--- src/cpes_regs.svh ---
// constants for the performance event selector: offsets, fields, encodings
`ifndef CPES_REGS_SVH
`define CPES_REGS_SVH
`define CPES_ADDR_SELECT 4'h0
`define CPES_ADDR_COUNT_LO 4'h4
`define CPES_ADDR_COUNT_HI 4'h8
`define CPES_ADDR_STATUS 4'hc
`define CPES_SEL_RESET 32'h0000_0000
`define CPES_F_EVENT_LSB 0
`define CPES_F_UMASK_LSB 8
`define CPES_F_ENABLE 22
`define CPES_F_INVERT 23
`define CPES_F_THRESH_LSB 24
`define CPES_EV_CODE_TLB 8'h85
`define CPES_EV_PREFIX 8'h87
`define CPES_EV_ISSUE 8'h9c
`define CPES_EV_DISPATCH 8'ha1
`define CPES_EV_RESOURCE 8'ha2
`define CPES_EV_ACTIVITY 8'ha3
`define CPES_UM_WALK_DONE 8'h0e
`define CPES_UM_WALK_BUSY 8'h10
`define CPES_UM_SLT_HIT 8'h20
`define CPES_UM_ONE 8'h01
`define CPES_UM_SB 8'h08
`define CPES_UM_L2_CYC 8'h01
`define CPES_UM_L3_CYC 8'h02
`define CPES_UM_L2_STALL 8'h05
`define CPES_UM_L3_STALL 8'h06
`define CPES_ISSUE_WIDTH 4'h4
`define CPES_RESP_OKAY 2'b00
`define CPES_RESP_SLVERR 2'b10
`endif

--- src/cpes_pkg.sv ---
// types shared by the performance event selector
package cpes_pkg;
  typedef enum logic [3:0] {
    CPES_SRC_NONE,
    CPES_SRC_WALK_DONE,
    CPES_SRC_WALK_BUSY,
    CPES_SRC_SLT_HIT,
    CPES_SRC_PREFIX,
    CPES_SRC_EMPTY_SLOTS,
    CPES_SRC_PORT,
    CPES_SRC_SB_STALL,
    CPES_SRC_L2_CYC,
    CPES_SRC_L3_CYC,
    CPES_SRC_L2_STALL,
    CPES_SRC_L3_STALL
  } cpes_src_t;
endpackage

--- src/cpes_top.sv ---
// performance event selector with counter, reached over axi4-lite
//
// Decided for this implementation: the placing of the registers and the AXI4-Lite interface to the registers.
`timescale 1ns/1ps
`include "cpes_regs.svh"
module cpes_top (
  input wire logic aclk,
  input wire logic aresetn,
  input wire logic [3:0] s_axi_awaddr,
  input wire logic s_axi_awvalid,
  output logic s_axi_awready,
  input wire logic [31:0] s_axi_wdata,
  input wire logic [3:0] s_axi_wstrb,
  input wire logic s_axi_wvalid,
  output logic s_axi_wready,
  output logic [1:0] s_axi_bresp,
  output logic s_axi_bvalid,
  input wire logic s_axi_bready,
  input wire logic [3:0] s_axi_araddr,
  input wire logic s_axi_arvalid,
  output logic s_axi_arready,
  output logic [31:0] s_axi_rdata,
  output logic [1:0] s_axi_rresp,
  output logic s_axi_rvalid,
  input wire logic s_axi_rready,
  input wire logic code_walks_done,
  input wire logic [3:0] code_walk_busy_handlers,
  input wire logic code_miss_second_level_hit,
  input wire logic prefix_length_decode_stall,
  input wire logic [2:0] delivered_uops,
  input wire logic backend_stall,
  input wire logic [7:0] port_dispatch,
  input wire logic store_buffer_full_stall,
  input wire logic l2_miss_load_pending,
  input wire logic l3_miss_load_pending,
  input wire logic exec_stall,
  output logic count_active
);
  logic [31:0] select_q;
  logic [47:0] count_q;
  logic aw_held_q;
  logic w_held_q;
  logic [3:0] awaddr_q;
  logic [31:0] wdata_q;
  logic [3:0] wstrb_q;
  logic [3:0] value;
  logic [3:0] incr;
  logic [3:0] empty_slots;
  logic [2:0] port_sel;
  logic wr_fire;
  logic wr_ok;
  logic [31:0] rd_word;
  logic rd_ok;
  cpes_pkg::cpes_src_t src;

  wire logic [7:0] sel_event = select_q[`CPES_F_EVENT_LSB +: 8];
  wire logic [7:0] sel_umask = select_q[`CPES_F_UMASK_LSB +: 8];
  wire logic [7:0] sel_thresh = select_q[`CPES_F_THRESH_LSB +: 8];
  wire logic sel_enable = select_q[`CPES_F_ENABLE];
  wire logic sel_invert = select_q[`CPES_F_INVERT];

  cpes_decode u_decode (
    .event_num(sel_event),
    .unit_mask(sel_umask),
    .src(src),
    .port_sel(port_sel)
  );

  // empty slots only count while the back end is not stalled
  always_comb begin
    if (backend_stall) empty_slots = 4'h0;
    else empty_slots = `CPES_ISSUE_WIDTH - {1'b0, delivered_uops};
  end

  // per-cycle raw value of the selected condition; the L2 and L3 stall events need both terms
  always_comb begin
    case (src)
      cpes_pkg::CPES_SRC_WALK_DONE: value = {3'h0, code_walks_done};
      cpes_pkg::CPES_SRC_WALK_BUSY: value = code_walk_busy_handlers;
      cpes_pkg::CPES_SRC_SLT_HIT: value = {3'h0, code_miss_second_level_hit};
      cpes_pkg::CPES_SRC_PREFIX: value = {3'h0, prefix_length_decode_stall};
      cpes_pkg::CPES_SRC_EMPTY_SLOTS: value = empty_slots;
      cpes_pkg::CPES_SRC_PORT: value = {3'h0, port_dispatch[port_sel]};
      cpes_pkg::CPES_SRC_SB_STALL: value = {3'h0, store_buffer_full_stall};
      cpes_pkg::CPES_SRC_L2_CYC: value = {3'h0, l2_miss_load_pending};
      cpes_pkg::CPES_SRC_L3_CYC: value = {2'h0, l3_miss_load_pending, 1'b0};
      cpes_pkg::CPES_SRC_L2_STALL: value = (l2_miss_load_pending && exec_stall) ? 4'h5 : 4'h0;
      cpes_pkg::CPES_SRC_L3_STALL: value = (l3_miss_load_pending && exec_stall) ? 4'h6 : 4'h0;
      default: value = 4'h0;
    endcase
  end

  cpes_qualify u_qualify (
    .value(value),
    .threshold(sel_thresh),
    .invert(sel_invert),
    .incr(incr)
  );

  // write address and data may come in either order; each is held until both arrive
  assign wr_fire = aw_held_q && w_held_q && !s_axi_bvalid; // both halves held, response slot free
  wire logic [3:0] wr_addr = aw_held_q ? awaddr_q : s_axi_awaddr;
  wire logic [31:0] wr_data = w_held_q ? wdata_q : s_axi_wdata;
  wire logic [3:0] wr_strb = w_held_q ? wstrb_q : s_axi_wstrb;
  assign wr_ok = (wr_addr == `CPES_ADDR_SELECT) || (wr_addr == `CPES_ADDR_COUNT_LO)
               || (wr_addr == `CPES_ADDR_COUNT_HI);

  // address channel capture
  always_ff @(posedge aclk) begin
    if (!aresetn) begin
      aw_held_q <= 1'b0;
      awaddr_q <= 4'h0;
      s_axi_awready <= 1'b0;
    end else begin
      s_axi_awready <= !aw_held_q && !s_axi_awready && !s_axi_bvalid;
      if (s_axi_awvalid && s_axi_awready) begin
        aw_held_q <= 1'b1;
        awaddr_q <= s_axi_awaddr;
      end
      if (aw_held_q && w_held_q) aw_held_q <= 1'b0;
    end
  end

  // data channel capture
  always_ff @(posedge aclk) begin
    if (!aresetn) begin
      w_held_q <= 1'b0;
      wdata_q <= 32'h0000_0000;
      wstrb_q <= 4'h0;
      s_axi_wready <= 1'b0;
    end else begin
      s_axi_wready <= !w_held_q && !s_axi_wready && !s_axi_bvalid;
      if (s_axi_wvalid && s_axi_wready) begin
        w_held_q <= 1'b1;
        wdata_q <= s_axi_wdata;
        wstrb_q <= s_axi_wstrb;
      end
      if (aw_held_q && w_held_q) w_held_q <= 1'b0;
    end
  end

  // write response once both halves are held
  always_ff @(posedge aclk) begin
    if (!aresetn) begin
      s_axi_bvalid <= 1'b0;
      s_axi_bresp <= `CPES_RESP_OKAY;
    end else if (s_axi_bvalid) begin
      if (s_axi_bready) s_axi_bvalid <= 1'b0;
    end else if (aw_held_q && w_held_q) begin
      s_axi_bvalid <= 1'b1;
      s_axi_bresp <= wr_ok ? `CPES_RESP_OKAY : `CPES_RESP_SLVERR;
    end
  end

  // event selection register, byte lanes honoured
  always_ff @(posedge aclk) begin
    if (!aresetn) begin
      select_q <= `CPES_SEL_RESET;
    end else if (wr_fire && wr_addr == `CPES_ADDR_SELECT) begin
      for (int b = 0; b < 4; b++) begin
        if (wr_strb[b]) select_q[8*b +: 8] <= wr_data[8*b +: 8];
      end
    end
  end

  // counter: software write wins over the increment in the same cycle
  always_ff @(posedge aclk) begin
    if (!aresetn) begin
      count_q <= 48'h0;
    end else if (wr_fire && wr_addr == `CPES_ADDR_COUNT_LO) begin
      count_q[31:0] <= wr_data;
    end else if (wr_fire && wr_addr == `CPES_ADDR_COUNT_HI) begin
      count_q[47:32] <= wr_data[15:0];
    end else if (sel_enable && src != cpes_pkg::CPES_SRC_NONE) begin
      count_q <= count_q + {44'h0, incr};
    end
  end

  // shows, one edge later, whether the selection is live
  always_ff @(posedge aclk) begin
    if (!aresetn) count_active <= 1'b0;
    else count_active <= sel_enable && (src != cpes_pkg::CPES_SRC_NONE);
  end

  // read mux
  always_comb begin
    rd_ok = 1'b1;
    case (s_axi_araddr)
      `CPES_ADDR_SELECT: rd_word = select_q;
      `CPES_ADDR_COUNT_LO: rd_word = count_q[31:0];
      `CPES_ADDR_COUNT_HI: rd_word = {16'h0000, count_q[47:32]};
      `CPES_ADDR_STATUS: rd_word = {27'h0, sel_enable && src != cpes_pkg::CPES_SRC_NONE, src};
      default: begin
        rd_word = 32'h0000_0000;
        rd_ok = 1'b0;
      end
    endcase
  end

  // read channel: one cycle to accept, answer the next
  always_ff @(posedge aclk) begin
    if (!aresetn) begin
      s_axi_arready <= 1'b0;
      s_axi_rvalid <= 1'b0;
      s_axi_rdata <= 32'h0000_0000;
      s_axi_rresp <= `CPES_RESP_OKAY;
    end else begin
      s_axi_arready <= !s_axi_rvalid && !s_axi_arready && !s_axi_arvalid ? 1'b1 : (!s_axi_rvalid && !s_axi_arready);
      if (s_axi_arvalid && s_axi_arready) begin
        s_axi_arready <= 1'b0;
        s_axi_rvalid <= 1'b1;
        s_axi_rdata <= rd_word;
        s_axi_rresp <= rd_ok ? `CPES_RESP_OKAY : `CPES_RESP_SLVERR;
      end else if (s_axi_rvalid && s_axi_rready) begin
        s_axi_rvalid <= 1'b0;
      end
    end
  end
endmodule

--- src/cpes_decode.sv ---
// event number and unit mask decode into one source selection
`timescale 1ns/1ps
`include "cpes_regs.svh"
module cpes_decode (
  input wire logic [7:0] event_num,
  input wire logic [7:0] unit_mask,
  output cpes_pkg::cpes_src_t src,
  output logic [2:0] port_sel
);
  // unknown pairs decode to none so they never count
  always_comb begin
    src = cpes_pkg::CPES_SRC_NONE;
    port_sel = 3'h0;
    case (event_num)
      `CPES_EV_CODE_TLB: begin
        if (unit_mask == `CPES_UM_WALK_DONE) src = cpes_pkg::CPES_SRC_WALK_DONE;
        else if (unit_mask == `CPES_UM_WALK_BUSY) src = cpes_pkg::CPES_SRC_WALK_BUSY;
        else if (unit_mask == `CPES_UM_SLT_HIT) src = cpes_pkg::CPES_SRC_SLT_HIT;
      end
      `CPES_EV_PREFIX: begin
        if (unit_mask == `CPES_UM_ONE) src = cpes_pkg::CPES_SRC_PREFIX;
      end
      `CPES_EV_ISSUE: begin
        if (unit_mask == `CPES_UM_ONE) src = cpes_pkg::CPES_SRC_EMPTY_SLOTS;
      end
      `CPES_EV_DISPATCH: begin
        // only a single set bit names a port
        if (unit_mask != 8'h00 && (unit_mask & (unit_mask - 8'h01)) == 8'h00) begin
          src = cpes_pkg::CPES_SRC_PORT;
          for (int i = 0; i < 8; i++) begin
            if (unit_mask[i]) port_sel = 3'(i);
          end
        end
      end
      `CPES_EV_RESOURCE: begin
        if (unit_mask == `CPES_UM_SB) src = cpes_pkg::CPES_SRC_SB_STALL;
      end
      `CPES_EV_ACTIVITY: begin
        case (unit_mask)
          `CPES_UM_L2_CYC: src = cpes_pkg::CPES_SRC_L2_CYC;
          `CPES_UM_L3_CYC: src = cpes_pkg::CPES_SRC_L3_CYC;
          `CPES_UM_L2_STALL: src = cpes_pkg::CPES_SRC_L2_STALL;
          `CPES_UM_L3_STALL: src = cpes_pkg::CPES_SRC_L3_STALL;
          default: src = cpes_pkg::CPES_SRC_NONE;
        endcase
      end
      default: src = cpes_pkg::CPES_SRC_NONE;
    endcase
  end
endmodule

--- src/cpes_qualify.sv ---
// per-cycle event value to counter increment with threshold and invert
`timescale 1ns/1ps
module cpes_qualify (
  input wire logic [3:0] value,
  input wire logic [7:0] threshold,
  input wire logic invert,
  output logic [3:0] incr
);
  logic meets;
  // zero threshold sums the raw value; otherwise one per qualifying cycle
  always_comb begin
    meets = ({4'h0, value} >= threshold);
    if (threshold == 8'h00) begin
      incr = value;
    end else if (meets != invert) begin
      incr = 4'h1;
    end else begin
      incr = 4'h0;
    end
  end
endmodule

--- config.mk ---
export PLATFORM = sky130hd
export DESIGN_NAME = cpes_top
export DESIGN_NICKNAME = d
export VERILOG_FILES = /design/src/cpes_pkg.sv /design/src/cpes_top.sv /design/src/cpes_decode.sv /design/src/cpes_qualify.sv
export VERILOG_INCLUDE_DIRS = /design/src
export SDC_FILE = /design/constraint.sdc
export NUM_CORES = 1
export LEC_CHECK = 0
export BUFFER_PORTS_ARGS = -buffer_cell sky130_fd_sc_hd__buf_4
export CELL_PAD_IN_SITES_DETAIL_PLACEMENT = 1
export CELL_PAD_IN_SITES_GLOBAL_PLACEMENT = 1
export CORE_MARGIN = 4
export CORE_UTILIZATION = 39
export CTS_CLUSTER_SIZE = 40
export DETAILED_ROUTE_END_ITERATION = 7
export PLACE_DENSITY_LB_ADDON = 0.1
export SYNTH_ARGS = -nofsm -noshare
export SYNTH_HDL_FRONTEND = slang
export SYNTH_SLANG_ARGS = --single-unit
--- constraint.sdc ---
create_clock -name aclk -period 5.5 [get_ports aclk]
set_input_delay 0.55 -clock aclk [delete_from_list [all_inputs] [get_ports aclk]]
set_output_delay 0.55 -clock aclk [all_outputs]
set_load 0.05 [all_outputs]
==> flow_summary_export.csv <==
group,metric,value,unit
run_status,status,"finished with violations",
run_status,failed_checks,"negative setup slack",
setup_path,path_max_fanout,5,
setup_path,required,5770,ps
place,dp_hpwl,22.3,mm
setup_path,slowest_delay,370,ps
timing,clock.fmax,181,MHz
cts,clk_pin_slew_worst_paths,70,ps
setup_path,cpMostUsedCell,"buf_4",
detailed_routing,routed_wl,32.3,mm
die,rows,54,
place,portBuffers,113,
yosys,synth.top_cells.by_area,"dfxtp_1 37%, a21oi_1 9.3%, nor2_1 6.9%",
timing,finalSetupTns,-28.3,ps
cts,cts_buffers,17,
die,die_x,158,um
cts,cts_sinks,162,
cells_and_area,multi_input_area,5360,um2
timing,relSlewSlack,18.6,%
yosys,synth_edf_count,0,
setup_path,crit_arrival,5800,ps
yosys,async_flop_share,0,%
cells_and_area,fill_cells,2682,
yosys,yosys.area.top_type_share,36.9,%
detailed_routing,dr.pass1.iters,6,
timing,worst_pin_slew,1220,ps
worst_hold_path,holdCritPathClass,"primary input to register",
flow_run,drv_cap,0,
cts,htreeDepth,4,
timing,final_max_slew_viol_count,0,
yosys,synth_cells,1121,
timing,grt_setup_unrepaired,"true",
yosys,synth_area,8790,um2
timing,hold_viol,0,
yosys,yosys_warnings,0,
cts,clk_latency,440,ps
cells_and_area,utilization,51.2,%
global_routing,grt_max_degree,94,
power_and_ir_drop,leakage,4.39,nW
yosys,seq_area_frac_synth,36.9,%
timing,fin_skew,8.54,ps
detailed_routing,final_antenna_net_count,0,
setup_path,start_kind,"register",
die,coreArea,22000,um2
die,io_pins,116,
cells_and_area,ff_latch_area,3250,um2
setup_path,critical_path.top_delay_family,"simple AND/OR/NAND/NOR gates",
timing,setup_viol,1,
global_routing,grt_pass1_wl,51.0,mm
cells_and_area,drive_above_1_share,29.4,%
timing,min_period_over_period,101,%
yosys,synth_commonest_cells,"164 x a21oi_1, 162 x dfxtp_1, 161 x nor2_1, 142 x nand2_1, 61 x clkbuf_1",
global_routing,grt_busiest_layer,"met2",
detailed_routing,drc,0,
yosys,synth_top_family_by_area,"compound AO/OA/AOI/OAI gates",
cells_and_area,fin_nets,1363,
timing,fin_ws,-28.3,ps
global_routing,met1_usage,35.8,%
global_routing,grt_usage,25.8,%
yosys,yosysMostFrequentCell,"a21oi_1",
yosys,synth-main-ff-cell,"dfxtp_1",
setup_path,crit_buf_inv,12,
power_and_ir_drop,vdd_drop_max,178,uV
yosys,synthAdderAreaFrac,1.51,%
global_routing,use_met2,40.8,%
die,initial_core_util,39.9,%
global_routing,gr-total-overflow,0,
detailed_routing,routed_via_density,5.84,
timing,hold_slack,362,ps
yosys,synthXorXnorAreaFrac,0.697,%
yosys,synthDistinctLibCells,79,
detailed_routing,num_vias,9178,
cells_and_area,syn2layout_area_growth,28.2,%
cts,clockBufferDepth,2,
power_and_ir_drop,p_per_area,233,nW/um2
setup_path,slowest_stage,"dfxtp_4",
yosys,yosysTopAreaCell,"dfxtp_1",
detailed_routing,wire_per_inst,20.5,um
yosys,yosys.area_share.simple,23.5,%
setup_path,endpoint_kind,"register",
setup_path,crit_cells,34,
timing,min_period,5530,ps
yosys,synth_seq_cells,162,
power_and_ir_drop,power.total,2.63,mW
global_routing,grt_pass1_vias,9123,
die,die-area,25000,um2
die,die_h,158,um
detailed_routing,initialDrtViolationCount,675,
yosys,synth_compound_area_share,25.0,%
cells_and_area,n_antenna_cell,0,
yosys,avgSynthCellArea,7.84,um2
cts,cts_tree,"done",
setup_path,rr_worst_depth,34,
place,gp_routability_congestion,0.889,
cts,root_buffer,"clkbuf_16",
yosys,synth_mux_area_share,7.33,%
global_routing,grt_antenna_before_repair,0,
worst_hold_path,hold_path_depth,3,
global_routing,met3_usage,5.63,%
setup_path,crit_type,"register to register",
[kinds of logic (layout without fill, tap and decap cells)]
kind of cell | Yosys count | after routing
AO/OA/AOI/OAI | 332 | 332
AND/OR/NAND/NOR | 451 | 451
adder cells (fa/ha/maj) | 10 | 10
buffers and inverters | 97 | 266
other | 1 | 2
multiplexers | 61 | 61
XOR/XNOR | 7 | 7
flip-flops | 162 | 162
[registers in the layout, summed over array words and instances (netlist names)]
| register | count |
|---|---|
| s_axi_wready | 1 |
| s_axi_rdata | 32 |
| count_q | 48 |
| awaddr_q | 4 |
| s_axi_bvalid | 1 |
| w_held_q | 1 |
| count_active | 1 |
| aw_held_q | 1 |
| s_axi_awready | 1 |
| s_axi_arready | 1 |
| wstrb_q | 4 |
| select_q | 32 |
| s_axi_bresp | 1 |
| s_axi_rvalid | 1 |
| s_axi_rresp | 1 |
| wdata_q | 32 |
[through the flow]
stage               setup slack [ps]  instances  instance area (um2)
floorplan                      -69.7       1122                 8820
CTS                             7.76       1565                11100
global route                    -302       1571                11300
global placement                -208       1518                10300
detailed placement              -414       1518                10300
finish                         -28.3       1571                11300
[worst reg2reg max path: cells and delay by family (launching register included)]
kind                     cells  cell delay, ps
XOR/XNOR                     1             130
multiplexers                 1             280
AO/OA/AOI/OAI                6            1090
adder cells (fa/ha/maj)      3             770
buffers and inverters       12            1280
AND/OR/NAND/NOR             11            1460
flip-flops                   1             370
[report_power, final]
| group | internal [mW] | switching [mW] | total [mW] |
|---|---|---|---|
| registers | 1.19 | 0.0151 | 1.21 |
| clock network | 0.642 | 0.541 | 1.18 |
| logic | 0.0913 | 0.151 | 0.242 |
| total | 1.93 | 0.707 | 2.63 |
[path summary, 6_finish.rpt]
path,startpoint,endpoint,slack (ps)
max reg2reg,select_q[15],count_q[2],-30
min,s_axi_wdata[21],wdata_q[21],360
min reg2reg,wdata_q[13],wdata_q[13],450
max,select_q[15],count_q[2],-30
[timing repair]
action / in CTS / in global routing
setup endpoints to repair: 27 / 36
resized for setup: 36 / 28
hold buffers: 0 / 0
setup buffers: 16 / 6
pin swaps: 19 / 20
[cell type report]
class	count	area share [%]
clock buffers	18	3.89
repair buffers	223	15.1
multi-input cells	863	47.5
flip-flops and latches	162	28.9
clock inverters	13	1.14
inverters	12	0.422
well taps	280	3.11
[cell usage in the layout, fill, tap and decap left out, types with 11 or more instances in the layout]
cell / count
and2_1: 11
o221a_2: 19
nor2_1: 157
nor3_1: 17
nand4_1: 15
o21ai_0: 17
clkbuf_16: 17
and3_1: 12
a22oi_1: 32
nand2_1: 139
nand3_1: 31
dfxtp_1: 155
mux2_2: 27
nor2b_1: 11
a21oi_1: 159
mux2i_1: 34
buf_4: 216
[metal layers]
layer | vias to the layer above | share of wire (%)
li1 | 4336 | -
met3 | 47 | 6.9
met4 | 0 | 2.0
met1 | 4498 | 46
met2 | 297 | 45
met5 | - | 0
(Power assumes the default switching activity.)
